<file path="src/bscc_pkg.sv">
// Constants shared by the pad scan chain design
package bscc_pkg;

	localparam int CHAIN_LEN = 256;
	localparam int N_BIDIR   = 82;
	localparam int N_OUTP    = 2;
	localparam int N_CS      = 4;
	localparam int N_PADIN   = N_BIDIR + 2;

	// Chain positions, zero is next to the test data output
	localparam int IDX_WAIT     = 255;
	localparam int IDX_RESET    = 254;
	localparam int IDX_OUT_BASE = 250;
	localparam int IDX_CS_BASE  = 246;

	// Instruction register
	localparam int         IR_W       = 4;
	localparam logic [3:0] IR_EXTEST  = 4'h0;
	localparam logic [3:0] IR_SAMPLE  = 4'h1;
	localparam logic [3:0] IR_BYPASS  = 4'hf;
	localparam logic [3:0] IR_CAPTURE = 4'h1;

	// Reset values
	localparam logic [255:0] CHAIN_RESET  = 256'h0;
	localparam logic [N_CS-1:0] CS_RESET  = 4'hf;
	localparam logic [N_OUTP-1:0] OUT_RESET = 2'h0;
	localparam logic [N_BIDIR-1:0] BIDIR_RESET = 82'h0;

	typedef enum logic [3:0] {
		TAP_RESET,
		TAP_IDLE,
		TAP_SEL_DR,
		TAP_CAP_DR,
		TAP_SH_DR,
		TAP_EX1_DR,
		TAP_PA_DR,
		TAP_EX2_DR,
		TAP_UPD_DR,
		TAP_SEL_IR,
		TAP_CAP_IR,
		TAP_SH_IR,
		TAP_EX1_IR,
		TAP_PA_IR,
		TAP_EX2_IR,
		TAP_UPD_IR
	} bscc_tap_type;

endpackage : bscc_pkg

</file>
<file path="src/bscc_sync.sv">
// Two flip-flop synchroniser for signals from outside the clock domain
`timescale 1ns/1ps
module bscc_sync #(
	parameter int W = 1
) (
	input  wire logic         clk,
	input  wire logic         rst,
	input  wire logic [W-1:0] d,
	output logic      [W-1:0] q
);

	logic [W-1:0] meta;
	logic [W-1:0] next_meta;
	logic [W-1:0] next_q;

	always_comb
	begin
		next_meta = d;
		next_q    = meta;
	end

	always_ff @(posedge clk or posedge rst)
	begin
		if (rst)
		begin
			meta <= '0;
			q    <= '0;
		end
		else
		begin
			meta <= next_meta;
			q    <= next_q;
		end
	end

endmodule : bscc_sync

</file>
<file path="src/bscc_top.sv">
// Boundary-scan cell chain between core and pads, with its test port
//
// Functional notes
// - Chain holds 256 cells for pins and controls
// - Input-only pin: one cell capturing pad level
// - Output-only pin: one data, one control cell; chip-select pins have a data cell only
// - Under scan control, data cell drives pad
// - Output-only control cell can float the pad
// - Bidirectional pin: data, input, control cells
// - Bidirectional input cell samples pad level
// - Bidirectional control cell selects pad direction
`timescale 1ns/1ps
module bscc_top
	import bscc_pkg::*;
(
	input  wire logic               CLK_SYS,
	input  wire logic               RST,
	input  wire logic               TCK,
	input  wire logic               TMS,
	input  wire logic               TDI,
	output logic                    TDO,
	output logic                    TDO_OE,
	output logic                    SCAN_ACTIVE,
	input  wire logic               WAIT_REQUEST_INPUT_N,
	input  wire logic               EXTERNAL_RESET_INPUT_N,
	output logic                    CORE_WAIT_N,
	output logic                    CORE_RESET_N,
	input  wire logic [N_OUTP-1:0]  CORE_OUT,
	output logic      [N_OUTP-1:0]  PAD_OUT,
	output logic      [N_OUTP-1:0]  PAD_OUT_OE,
	input  wire logic [N_CS-1:0]    CORE_CS,
	output logic      [N_CS-1:0]    PAD_CS,
	input  wire logic [N_BIDIR-1:0] CORE_BIDIR_OUT,
	input  wire logic [N_BIDIR-1:0] CORE_BIDIR_OE,
	output logic      [N_BIDIR-1:0] CORE_BIDIR_IN,
	input  wire logic [N_BIDIR-1:0] PAD_BIDIR_IN,
	output logic      [N_BIDIR-1:0] PAD_BIDIR_OUT,
	output logic      [N_BIDIR-1:0] PAD_BIDIR_OE
);

	logic [2:0]         link_s;
	logic [N_PADIN-1:0] pad_s;
	logic               tck_prev;
	logic               tck_rise;
	logic               tck_fall;
	logic               tms_s;
	logic               tdi_s;
	logic               wait_s;
	logic               reset_s;
	logic [N_BIDIR-1:0] bidir_s;

	bscc_sync #(.W(3)) u_link_sync (
		.clk (CLK_SYS),
		.rst (RST),
		.d   ({TDI, TMS, TCK}),
		.q   (link_s)
	);

	bscc_sync #(.W(N_PADIN)) u_pad_sync (
		.clk (CLK_SYS),
		.rst (RST),
		// Inverted so the cleared sync reads as released pins
		.d   ({~EXTERNAL_RESET_INPUT_N, ~WAIT_REQUEST_INPUT_N,
			PAD_BIDIR_IN}),
		.q   (pad_s)
	);

	assign tms_s    = link_s[1];
	assign tdi_s    = link_s[2];
	assign tck_rise = link_s[0] & ~tck_prev;
	assign tck_fall = ~link_s[0] & tck_prev;
	assign bidir_s  = pad_s[N_BIDIR-1:0];
	assign wait_s   = ~pad_s[N_BIDIR];
	assign reset_s  = ~pad_s[N_BIDIR+1];

	// Capture image of every cell
	logic [CHAIN_LEN-1:0] cap;

	assign cap[IDX_WAIT]  = wait_s;
	assign cap[IDX_RESET] = reset_s;

	genvar g;
	generate
		for (g = 0; g < N_OUTP; g++)
		begin : g_outp
			assign cap[IDX_OUT_BASE+2*g+1] = CORE_OUT[g];
			assign cap[IDX_OUT_BASE+2*g]   = 1'b1;
		end
		for (g = 0; g < N_CS; g++)
		begin : g_cs
			assign cap[IDX_CS_BASE+g] = CORE_CS[g];
		end
		for (g = 0; g < N_BIDIR; g++)
		begin : g_bidir
			assign cap[3*g+2] = CORE_BIDIR_OUT[g];
			assign cap[3*g+1] = bidir_s[g];
			assign cap[3*g]   = CORE_BIDIR_OE[g];
		end
	endgenerate

	// Test port state
	bscc_tap_type         state;
	bscc_tap_type         next_state;
	logic [IR_W-1:0]      ir_sh;
	logic [IR_W-1:0]      next_ir_sh;
	logic [IR_W-1:0]      ir;
	logic [IR_W-1:0]      next_ir;
	logic [CHAIN_LEN-1:0] pad_scan_chain;
	logic [CHAIN_LEN-1:0] next_pad_scan_chain;
	logic [CHAIN_LEN-1:0] upd;
	logic [CHAIN_LEN-1:0] next_upd;
	logic                 byp;
	logic                 next_byp;
	logic                 next_tdo;
	logic                 next_tdo_oe;
	logic                 sel_chain;

	assign sel_chain = (ir == IR_EXTEST) || (ir == IR_SAMPLE);

	always_comb
	begin
		next_state          = state;
		next_ir_sh          = ir_sh;
		next_ir             = ir;
		next_pad_scan_chain = pad_scan_chain;
		next_upd            = upd;
		next_byp            = byp;
		next_tdo            = TDO;
		next_tdo_oe         = TDO_OE;
		if (tck_rise)
		begin
			case (state)
				TAP_RESET:  next_state = tms_s ? TAP_RESET : TAP_IDLE;
				TAP_IDLE:   next_state = tms_s ? TAP_SEL_DR : TAP_IDLE;
				TAP_SEL_DR: next_state = tms_s ? TAP_SEL_IR : TAP_CAP_DR;
				TAP_CAP_DR: next_state = tms_s ? TAP_EX1_DR : TAP_SH_DR;
				TAP_SH_DR:  next_state = tms_s ? TAP_EX1_DR : TAP_SH_DR;
				TAP_EX1_DR: next_state = tms_s ? TAP_UPD_DR : TAP_PA_DR;
				TAP_PA_DR:  next_state = tms_s ? TAP_EX2_DR : TAP_PA_DR;
				TAP_EX2_DR: next_state = tms_s ? TAP_UPD_DR : TAP_SH_DR;
				TAP_UPD_DR: next_state = tms_s ? TAP_SEL_DR : TAP_IDLE;
				TAP_SEL_IR: next_state = tms_s ? TAP_RESET : TAP_CAP_IR;
				TAP_CAP_IR: next_state = tms_s ? TAP_EX1_IR : TAP_SH_IR;
				TAP_SH_IR:  next_state = tms_s ? TAP_EX1_IR : TAP_SH_IR;
				TAP_EX1_IR: next_state = tms_s ? TAP_UPD_IR : TAP_PA_IR;
				TAP_PA_IR:  next_state = tms_s ? TAP_EX2_IR : TAP_PA_IR;
				TAP_EX2_IR: next_state = tms_s ? TAP_UPD_IR : TAP_SH_IR;
				TAP_UPD_IR: next_state = tms_s ? TAP_SEL_DR : TAP_IDLE;
				default:    next_state = TAP_RESET;
			endcase
			case (state)
				TAP_CAP_DR:
				begin
					if (sel_chain)
						next_pad_scan_chain = cap;
					next_byp = 1'b0;
				end
				TAP_SH_DR:
				begin
					if (sel_chain)
						next_pad_scan_chain = {tdi_s,
							pad_scan_chain[CHAIN_LEN-1:1]};
					else
						next_byp = tdi_s;
				end
				TAP_CAP_IR: next_ir_sh = IR_CAPTURE;
				TAP_SH_IR:  next_ir_sh = {tdi_s, ir_sh[IR_W-1:1]};
				default:    next_ir_sh = ir_sh;
			endcase
		end
		if (tck_fall)
		begin
			// Output moves on the falling edge so the tester samples it stable
			case (state)
				TAP_SH_DR:
				begin
					next_tdo    = sel_chain ? pad_scan_chain[0] : byp;
					next_tdo_oe = 1'b1;
				end
				TAP_SH_IR:
				begin
					next_tdo    = ir_sh[0];
					next_tdo_oe = 1'b1;
				end
				TAP_UPD_DR:
				begin
					if (sel_chain)
						next_upd = pad_scan_chain;
					next_tdo_oe = 1'b0;
				end
				TAP_UPD_IR:
				begin
					next_ir     = ir_sh;
					next_tdo_oe = 1'b0;
				end
				TAP_RESET:
				begin
					next_ir     = IR_BYPASS;
					next_tdo_oe = 1'b0;
				end
				default: next_tdo_oe = 1'b0;
			endcase
		end
	end

	always_ff @(posedge CLK_SYS or posedge RST)
	begin
		if (RST)
		begin
			tck_prev       <= 1'b0;
			state          <= TAP_RESET;
			ir_sh          <= IR_BYPASS;
			ir             <= IR_BYPASS;
			pad_scan_chain <= CHAIN_RESET;
			upd            <= CHAIN_RESET;
			byp            <= 1'b0;
			TDO            <= 1'b0;
			TDO_OE         <= 1'b0;
		end
		else
		begin
			tck_prev       <= link_s[0];
			state          <= next_state;
			ir_sh          <= next_ir_sh;
			ir             <= next_ir;
			pad_scan_chain <= next_pad_scan_chain;
			upd            <= next_upd;
			byp            <= next_byp;
			TDO            <= next_tdo;
			TDO_OE         <= next_tdo_oe;
		end
	end

	// Pad side: the chain takes over only under the external test
	logic                 ext;
	logic [N_OUTP-1:0]    next_pad_out;
	logic [N_OUTP-1:0]    next_pad_out_oe;
	logic [N_CS-1:0]      next_pad_cs;
	logic [N_BIDIR-1:0]   next_bidir_out;
	logic [N_BIDIR-1:0]   next_bidir_oe;

	assign ext = (ir == IR_EXTEST);

	always_comb
	begin
		for (int i = 0; i < N_OUTP; i++)
		begin
			next_pad_out[i]    = ext ? upd[IDX_OUT_BASE+2*i+1]
				: CORE_OUT[i];
			next_pad_out_oe[i] = ext ? upd[IDX_OUT_BASE+2*i]
				: 1'b1;
		end
		for (int i = 0; i < N_CS; i++)
			next_pad_cs[i] = ext ? upd[IDX_CS_BASE+i] : CORE_CS[i];
		for (int i = 0; i < N_BIDIR; i++)
		begin
			next_bidir_out[i] = ext ? upd[3*i+2]
				: CORE_BIDIR_OUT[i];
			next_bidir_oe[i]  = ext ? upd[3*i]
				: CORE_BIDIR_OE[i];
		end
	end

	always_ff @(posedge CLK_SYS or posedge RST)
	begin
		if (RST)
		begin
			PAD_OUT       <= OUT_RESET;
			PAD_OUT_OE    <= OUT_RESET;
			PAD_CS        <= CS_RESET;
			PAD_BIDIR_OUT <= BIDIR_RESET;
			PAD_BIDIR_OE  <= BIDIR_RESET;
			CORE_BIDIR_IN <= BIDIR_RESET;
			CORE_WAIT_N   <= 1'b1;
			CORE_RESET_N  <= 1'b1;
			SCAN_ACTIVE   <= 1'b0;
		end
		else
		begin
			PAD_OUT       <= next_pad_out;
			PAD_OUT_OE    <= next_pad_out_oe;
			PAD_CS        <= next_pad_cs;
			PAD_BIDIR_OUT <= next_bidir_out;
			PAD_BIDIR_OE  <= next_bidir_oe;
			CORE_BIDIR_IN <= bidir_s;
			CORE_WAIT_N   <= wait_s;
			CORE_RESET_N  <= reset_s;
			SCAN_ACTIVE   <= ext;
		end
	end

endmodule : bscc_top

</file>
<file path="config.mk">
export PLATFORM = sky130hd
export DESIGN_NAME = bscc_top
export DESIGN_NICKNAME = d
export VERILOG_FILES = /design/src/bscc_pkg.sv /design/src/bscc_sync.sv /design/src/bscc_top.sv
export SDC_FILE = /design/constraint.sdc
export NUM_CORES = 1
export LEC_CHECK = 0
export BUFFER_PORTS_ARGS = -buffer_cell sky130_fd_sc_hd__buf_2
export CAP_MARGIN = 20
export CORE_MARGIN = 4
export CORE_UTILIZATION = 40
export CTS_CLUSTER_SIZE = 12
export DETAILED_ROUTE_END_ITERATION = 8
export SYNTH_ARGS = -nofsm -noshare
export SYNTH_HDL_FRONTEND = slang
export SYNTH_SLANG_ARGS = --single-unit
</file>
<file path="constraint.sdc">
create_clock -name CLK_SYS -period 30.5 [get_ports CLK_SYS]
set_clock_uncertainty 0.05 [all_clocks]
set_input_delay 4.575 -clock CLK_SYS [delete_from_list [all_inputs] [get_ports CLK_SYS]]
set_output_delay 4.575 -clock CLK_SYS [all_outputs]
set_load 0.01 [all_outputs]
</file>
==> summary.md, run 1 <==
| Metric | Value |
|---|---|
| Critical R2R Capture | upd[111]$_DFFE_PP0P_ |
| Post-route DRC | 0 |
| Setup TNS | 0 ns |
| WL/cell | between 15 and 20 um |
| Nets | around 3000 |
| Delay-heaviest family, CP | buffers and inverters |
| Reg2Reg Depth | 4 |
| Mapped Avg Cell Area | ~14 um2 |
| CTS tree | done |
| Via/cell ratio | between 4 and 5 |
| Post-route minimum period | ~7.3 ns |
| Post-synth EDFFs | 0 |
| Fmax | 137 MHz |
| Final Wtd Congestion | between 0.7 and 0.8 |
| Crit Path Max Fanout | 138 |
| Die area | 84500 um2 |
| Synth top area share | 0.674 |
| Critical Path Source Type | input pin |
| Slew HR | 0.187 |
| Setup Fix Bufs, Post-CTS | 0 |
| Seq/Total Area, Yosys | 0.686 |
| Pwr Density | between 80 and 90 nW/um2 |
| Final wirelength | around 74000 um |
| CP endpoint | pad_scan_chain[29]$_DFFE_PP0P_ |
| Clock Sinks | just under 900 |
| Root buffer selected by CTS | clkbuf_16 |
| Setup repair after global routing missed its margin | false |
| Layout cell share with drive strength beyond 1 | 0.377 |
| Post-DRT Antenna Nets | 0 |
| Worst min-delay path class | flip-flop to flip-flop |
| TritonCTS Buffers | a little over 90 |
| Max_cap viols | 0 |
| Core area | a little under 80000 um2 |
| Synthesis-to-finish area growth | 20.2% |
| Port bufs | between 500 and 600 |
| Worst setup startpoint | RST |
| Most used DFF post-synth | dfrtp_1 |
| Critical path buffer and inverter count | 5 |
| Synth async-reset ratio | 1.00 |
| Crit-path slowest cell | buf_4 |
| Mapped Area | between 30000 and 40000 um2 |
| Least-Margin Pin Slew | between 1 and 1.5 ns |
| Top sig layer | met5 |
| Met3 WL | around 5000 um |
| Largest net degree at the start of global routing | about 240 |
| Initial antenna violation count | 22 |
| Worst EP required | around 31 ns |
| Yosys cell types | 40 |
| I/O Pins | approximately 520 |
| Vias in the first global route | around 20000 |
| P_leak | about 18 nW |
| Metal2 WL | between 30000 and 40000 um |
| Crit Path Class | input pin to async pin |
| Longest Clk Path Bufs | 3 |
| Final hold violations | 0 |
| Most frequent cell on the critical path | buf_4 |
| Via count | 18600 |
| Register bit total from synthesis | a little under 900 |
| Hold WS | roughly 0.29 ns |
| Synth area leader | dfrtp_1 |
| DRT Pass-1 Iters | 5 |
| First-pass GRT wire length | 118000 um |
| Max-slew violations | 0 |
| Synth top cells by count | 861 x dfrtp_1, 344 x mux2_2, 263 x nand2_1, 252 x mux2i_1, 161 x o21ai_0 |
| Worst r2r src | state[0]$_DFFE_PP0P_ |
| Total track usage | 0.174 |
| Crit path DAT | between 7 and 8 ns |
| Outcome | finished, final reports clean |
| WP depth | 5 |
| Final period util | 0.240 |
| Final setup fails | 0 |
| Die height | between 200 and 300 um |
| Top-count cell post-synth | dfrtp_1 |
| Die Width | ~290 um |
| FF-to-FF setup slack | about 27 ns |
| Clk_lat worst skew | 0.63 ns |
| Worst VDD drop | a little under 0.05 mV |
| CP Capture Type | async pin |
| Synth warn | 0 |
| DRT iter0 DRCs | 1024 |
| Crit-path max cell delay | ~0.86 ns |
| Post-CTS sizing | 0 |
| CTS hold repair buffers | 0 |
| Post-Syn Nets | 2472 |
| GRT Residual Overflow | 0 |
| Core Rows | a little over 100 |
| H-tree depth | 3 |
| Clock slew at reported path FFs | 0.06 ns |
| Dpl hpwl | between 40000 and 50000 um |
| Crit path cell chain | buf_2 > inv_8 > buf_4 > buf_4 > buf_4 |
| Top post-synthesis cells by area | dfrtp_1 67%, mux2_2 12%, mux2i_1 7.9%, nand2_1 3.1%, o21ai_0 2.5% |
| Wl on met1 | slightly above 30000 um |
| Syn Inst Count | 2213 |
| Initial Utilization | 0.404 |
-- power breakdown --
group          switching [W]  internal, W  total, W
registers           0.000147      0.00139   0.00154
clock network       0.000455     0.000656   0.00111
logic               0.000284     0.000262  0.000546
-- metal layers --
layer,track usage,vias up
met5,0,-
met4,0.0560,24
met3,0.0540,127
met2,0.292,424
met1,0.217,9418
li1,-,8643
-- how the worst min path moves through the flow --
stage                                        startpoint                    endpoint  slack [ns]  depth (start not counted)
final                     u_pad_sync.meta[76]$_DFF_PP0_  u_pad_sync.q[76]$_DFF_PP0_        0.29                          0
after global routing      u_pad_sync.meta[76]$_DFF_PP0_  u_pad_sync.q[76]$_DFF_PP0_        0.29                          0
after CTS                  u_pad_sync.meta[3]$_DFF_PP0_   u_pad_sync.q[3]$_DFF_PP0_        0.29                          0
after detailed placement  u_pad_sync.meta[23]$_DFF_PP0_  u_pad_sync.q[23]$_DFF_PP0_        0.28                          0
after global placement    u_pad_sync.meta[47]$_DFF_PP0_  u_pad_sync.q[47]$_DFF_PP0_        0.28                          0
after floorplan           u_link_sync.meta[0]$_DFF_PP0_  u_link_sync.q[0]$_DFF_PP0_        0.28                          0
-- state kept, by name (all words and copies together) (netlist names), 2 cells and up --
name	flops
u_link_sync.q	3
u_pad_sync.meta	84
upd	172
u_link_sync.meta	3
PAD_OUT_OE	2
state	4
CORE_BIDIR_IN	82
PAD_BIDIR_OUT	82
PAD_OUT	2
ir_sh	4
PAD_CS	4
pad_scan_chain	256
u_pad_sync.q	84
PAD_BIDIR_OE	82
ir	4
-- through the flow --
step | instances | util | instance area (um2) | total power [W] | setup slack, ns
floorplan | 2213 | - | 32000 | 0.00192 | 1.31
global placement | 3671 | 0.446 | 35300 | 0.00209 | 22.12
detailed placement | 3671 | 0.446 | 35300 | 0.00211 | 22.03
CTS | 3832 | 0.484 | 38300 | 0.00324 | 22.71
global route | 3838 | 0.485 | 38400 | 0.00338 | 22.60
finish | 3845 | 0.485 | 38400 | 0.00320 | 23.19
-- cell families after synthesis --
kind of cell | count (synthesis) | share of synthesized area
multiplexers | 596 | 0.200
buffers and inverters | 143 | 0.0275
flip-flops | 875 | 0.686
AO/OA/AOI/OAI | 293 | 0.0477
AND/OR/NAND/NOR | 306 | 0.0388
-- cell type report --
type                       instances  area [um2]
antenna                           11        27.5
clock buffer                     140        2790
clock inverter                    21         269
fill                            6937       40700
inverter                          12        52.6
multi-input combinational       1195        9190
sequential                       875       21900
tap                             1050        1310
timing repair buffer             541        2850
-- placed cells by master, fill, tap and decap left out, drive strengths merged --
cell      instances
a211oi            2
a21boi            1
a21oi             8
a22oi             1
a311oi            1
a31oi             8
a32oi             1
and3b             1
buf             541
bufinv            3
clkbuf          140
clkinv           13
clkinvlp          2
dfrtp           861
dfstp            14
diode            11
inv              15
mux2            344
mux2i           252
nand2           263
nand2b            4
nand3             6
nand4             2
nor2             12
nor2b             5
nor3              4
nor3b             2
nor4              1
nor4b             1
o211ai            3
o21ai           266
o22ai             1
o32ai             1
or2               1
or3               2
or4               1
or4b              1
No activity file was read; power rests on OpenSTA's default activity.
==> run 2: changes to the inputs <==
Settings changed: ABC_AREA set to 1.
Clock period 30.5 ns to 7.64 ns, I/O delays scaled along.
==> run 2 against run 1 <==
Flip-flop and latch count unchanged. Register-to-register slack got worse by 23 ns. Total power increased to 4.2 times the previous value. Synthesized cell count increased by 50%.
==> summary.md, run 2 <==
| Metric | Value |
|---|---|
| Outcome | finished, final reports clean |
| Multi-input logic area | 8410 um2 |
| Setup repair after global routing missed its margin | false |
| I/O Pins | 518 |
| Top-count cell post-synth | nand2_1 |
| Post-DRT Antenna Nets | 0 |
| Initial Utilization | 0.406 |
| Layout cell share with drive strength beyond 1 | 0.182 |
| Final wirelength | approximately 80000 um |
| Fill count | about 7500 |
| Final hold violations | 0 |
| Synth top area share | 0.668 |
| H-tree depth | 3 |
| Via count | around 23000 |
| Final Wtd Congestion | approximately 0.8 |
| Dpl hpwl | roughly 51000 um |
| GRT Residual Overflow | 0 |
| Synth async-reset ratio | 1.00 |
| CP Capture Type | flip-flop |
| Yosys cell types | 28 |
| P_leak | ~20 nW |
| Worst EP required | roughly 8.1 ns |
| Seq/Total Area, Yosys | 0.679 |
| Setup TNS | 0 ns |
| Post-route minimum period | about 3.7 ns |
| Clk_lat worst skew | around 0.63 ns |
| Port bufs | approximately 520 |
| Critical Path Source Type | flip-flop |
| Reg2Reg Depth | 7 |
| Slew HR | 0.218 |
| DRT Pass-1 Iters | 5 |
| Storage cell area | ~22000 um2 |
| Hold WS | between 0.2 and 0.3 ns |
| Crit Path Max Fanout | roughly 250 |
| Mapped Avg Cell Area | between 9 and 10 um2 |
| Final setup fails | 0 |
| CTS tree | done |
| Synth warn | 0 |
| Clock slew at reported path FFs | ~0.06 ns |
| Largest register FFs | around 260 |
| Initial antenna violation count | 18 |
| Final worst setup slack | between 3 and 4 ns |
| Post-Syn Nets | between 3000 and 4000 |
| Synth area leader | dfrtp_1 |
| Design area | between 30000 and 40000 um2 |
| Clock Sinks | a little under 900 |
| Final period util | 0.478 |
| Setup Fix Bufs, Post-CTS | 0 |
| Placed cell area | about 36000 um2 |
| Syn Inst Count | about 3300 |
| Post-route DRC | 0 |
| Fmax | around 270 MHz |
| Mapped Area | roughly 32000 um2 |
| Total track usage | 0.187 |
| Via/cell ratio | 4.69 |
| Top post-synthesis cells by area | dfrtp_1 67%, nand2_1 14%, o21ai_0 7.6%, o21ai_1 3.3%, inv_1 3.2% |
| Die height | between 200 and 300 um |
| Commonest non-fill, non-tap cell in the layout | nand2_1 |
| Longest Clk Path Bufs | 3 |
| Die area | around 85000 um2 |
| Max_cap viols | 0 |
| Die Width | a little under 300 um |
| Max-slew violations | 0 |
| Register bit total from synthesis | 875 |
| Worst hold path depth | 0 |
| Post-synth EDFFs | 0 |
| Least-Margin Pin Slew | 1.17 ns |
| Worst VDD drop | between 0.2 and 0.25 mV |
| DP Worst Slack | roughly 4 ns |
| Crit Path Class | flip-flop to flip-flop |
| Fin util | 0.485 |
| Most used DFF post-synth | dfrtp_1 |
| TritonCTS Buffers | a little over 90 |
| Regs by FF count | pad_scan_chain (256), upd (172) |
| Largest net degree at the start of global routing | 250 |
| Post-CTS sizing | 0 |
| Vias in the first global route | 23100 |
| Core area | 79500 um2 |
| Synth top cells by count | 1232 x nand2_1, 861 x dfrtp_1, 490 x o21ai_0, 276 x inv_1, 212 x o21ai_1 |
| Crit path DAT | about 4.1 ns |
| WL/cell | 16.4 um |
| First-pass GRT wire length | 129000 um |
| Most frequent cells in the layout | 1232 x nand2_1, 861 x dfrtp_1, 517 x buf_2 |
| Worst min-delay path class | flip-flop to flip-flop |
| Synthesis-to-finish area growth | 19.4% |
| Root buffer selected by CTS | clkbuf_16 |
| CTS hold repair buffers | 0 |
| Core Rows | 103 |
| Largest reg by FF count | pad_scan_chain |
| Pwr Density | ~350 nW/um2 |
| Nets | 4028 |
| DRT iter0 DRCs | between 1000 and 1500 |
run 2: logic make-up after synthesis:
logic type | after synthesis | synth area share
compound gates | 714 | 0.111
buf+inv | 468 | 0.0611
flops | 875 | 0.679
simple gates | 1269 | 0.149
run 2: stage by stage:
stage	std cells	total power [W]
final	4895	0.0134
after global routing	4891	0.0143
after CTS	4883	0.0136
after detailed placement	4725	0.00918
after global placement	4725	0.00911
after floorplan	3326	0.00819
run 2: per-layer routing:
| layer | share of wire | routed length, um | up-vias | GRT usage |
|---|---|---|---|---|
| li1 | - | - | 11300 | - |
| met1 | 0.43 | 34400 | 11000 | 0.248 |
| met2 | 0.48 | 38700 | 531 | 0.305 |
| met3 | 0.060 | 4770 | 133 | 0.0426 |
| met4 | 0.027 | 2200 | 10 | 0.0625 |
| met5 | 0.00094 | 75 | - | 0 |
run 2: final timing paths:
kind | startpoint | endpoint | slack [ns]
max reg2reg | state[0]$_DFFE_PP0P_ | pad_scan_chain[116]$_DFFE_PP0P_ | 3.99
max | state[0]$_DFFE_PP0P_ | pad_scan_chain[116]$_DFFE_PP0P_ | 3.99
min in group asynchronous | RST | upd[78]$_DFFE_PP0P_ | 0.64
min reg2reg | u_pad_sync.meta[13]$_DFF_PP0_ | u_pad_sync.q[13]$_DFF_PP0_ | 0.27
min | u_pad_sync.meta[13]$_DFF_PP0_ | u_pad_sync.q[13]$_DFF_PP0_ | 0.27
max in group asynchronous | RST | pad_scan_chain[10]$_DFFE_PP0P_ | 5.31
run 2: final cells by class:
cell class / instances / area share
timing repair buffer: 538 / 0.0748
sequential: 875 / 0.568
inverter: 279 / 0.0274
clock buffer: 137 / 0.0690
clock inverter: 21 / 0.00724
multi-input combinational: 1983 / 0.218
antenna: 12 / 0.000779
tap: 1050 / 0.0341
run 2: report_power, final:
part	internal, W	total (W)	switching (W)
combinational	0.000889	0.00274	0.00185
clock	0.00249	0.00431	0.00183
sequential	0.00587	0.00633	0.000459
run 2: critical path: stages (launching register included):
cell     delay [ns]
dfrtp_1        0.46
nor2_2         0.29
nand2_8        0.52
nand2_2        0.28
nand2_1        0.11
nor2_4         0.61
buf_12         0.60
o21ai_0        0.22
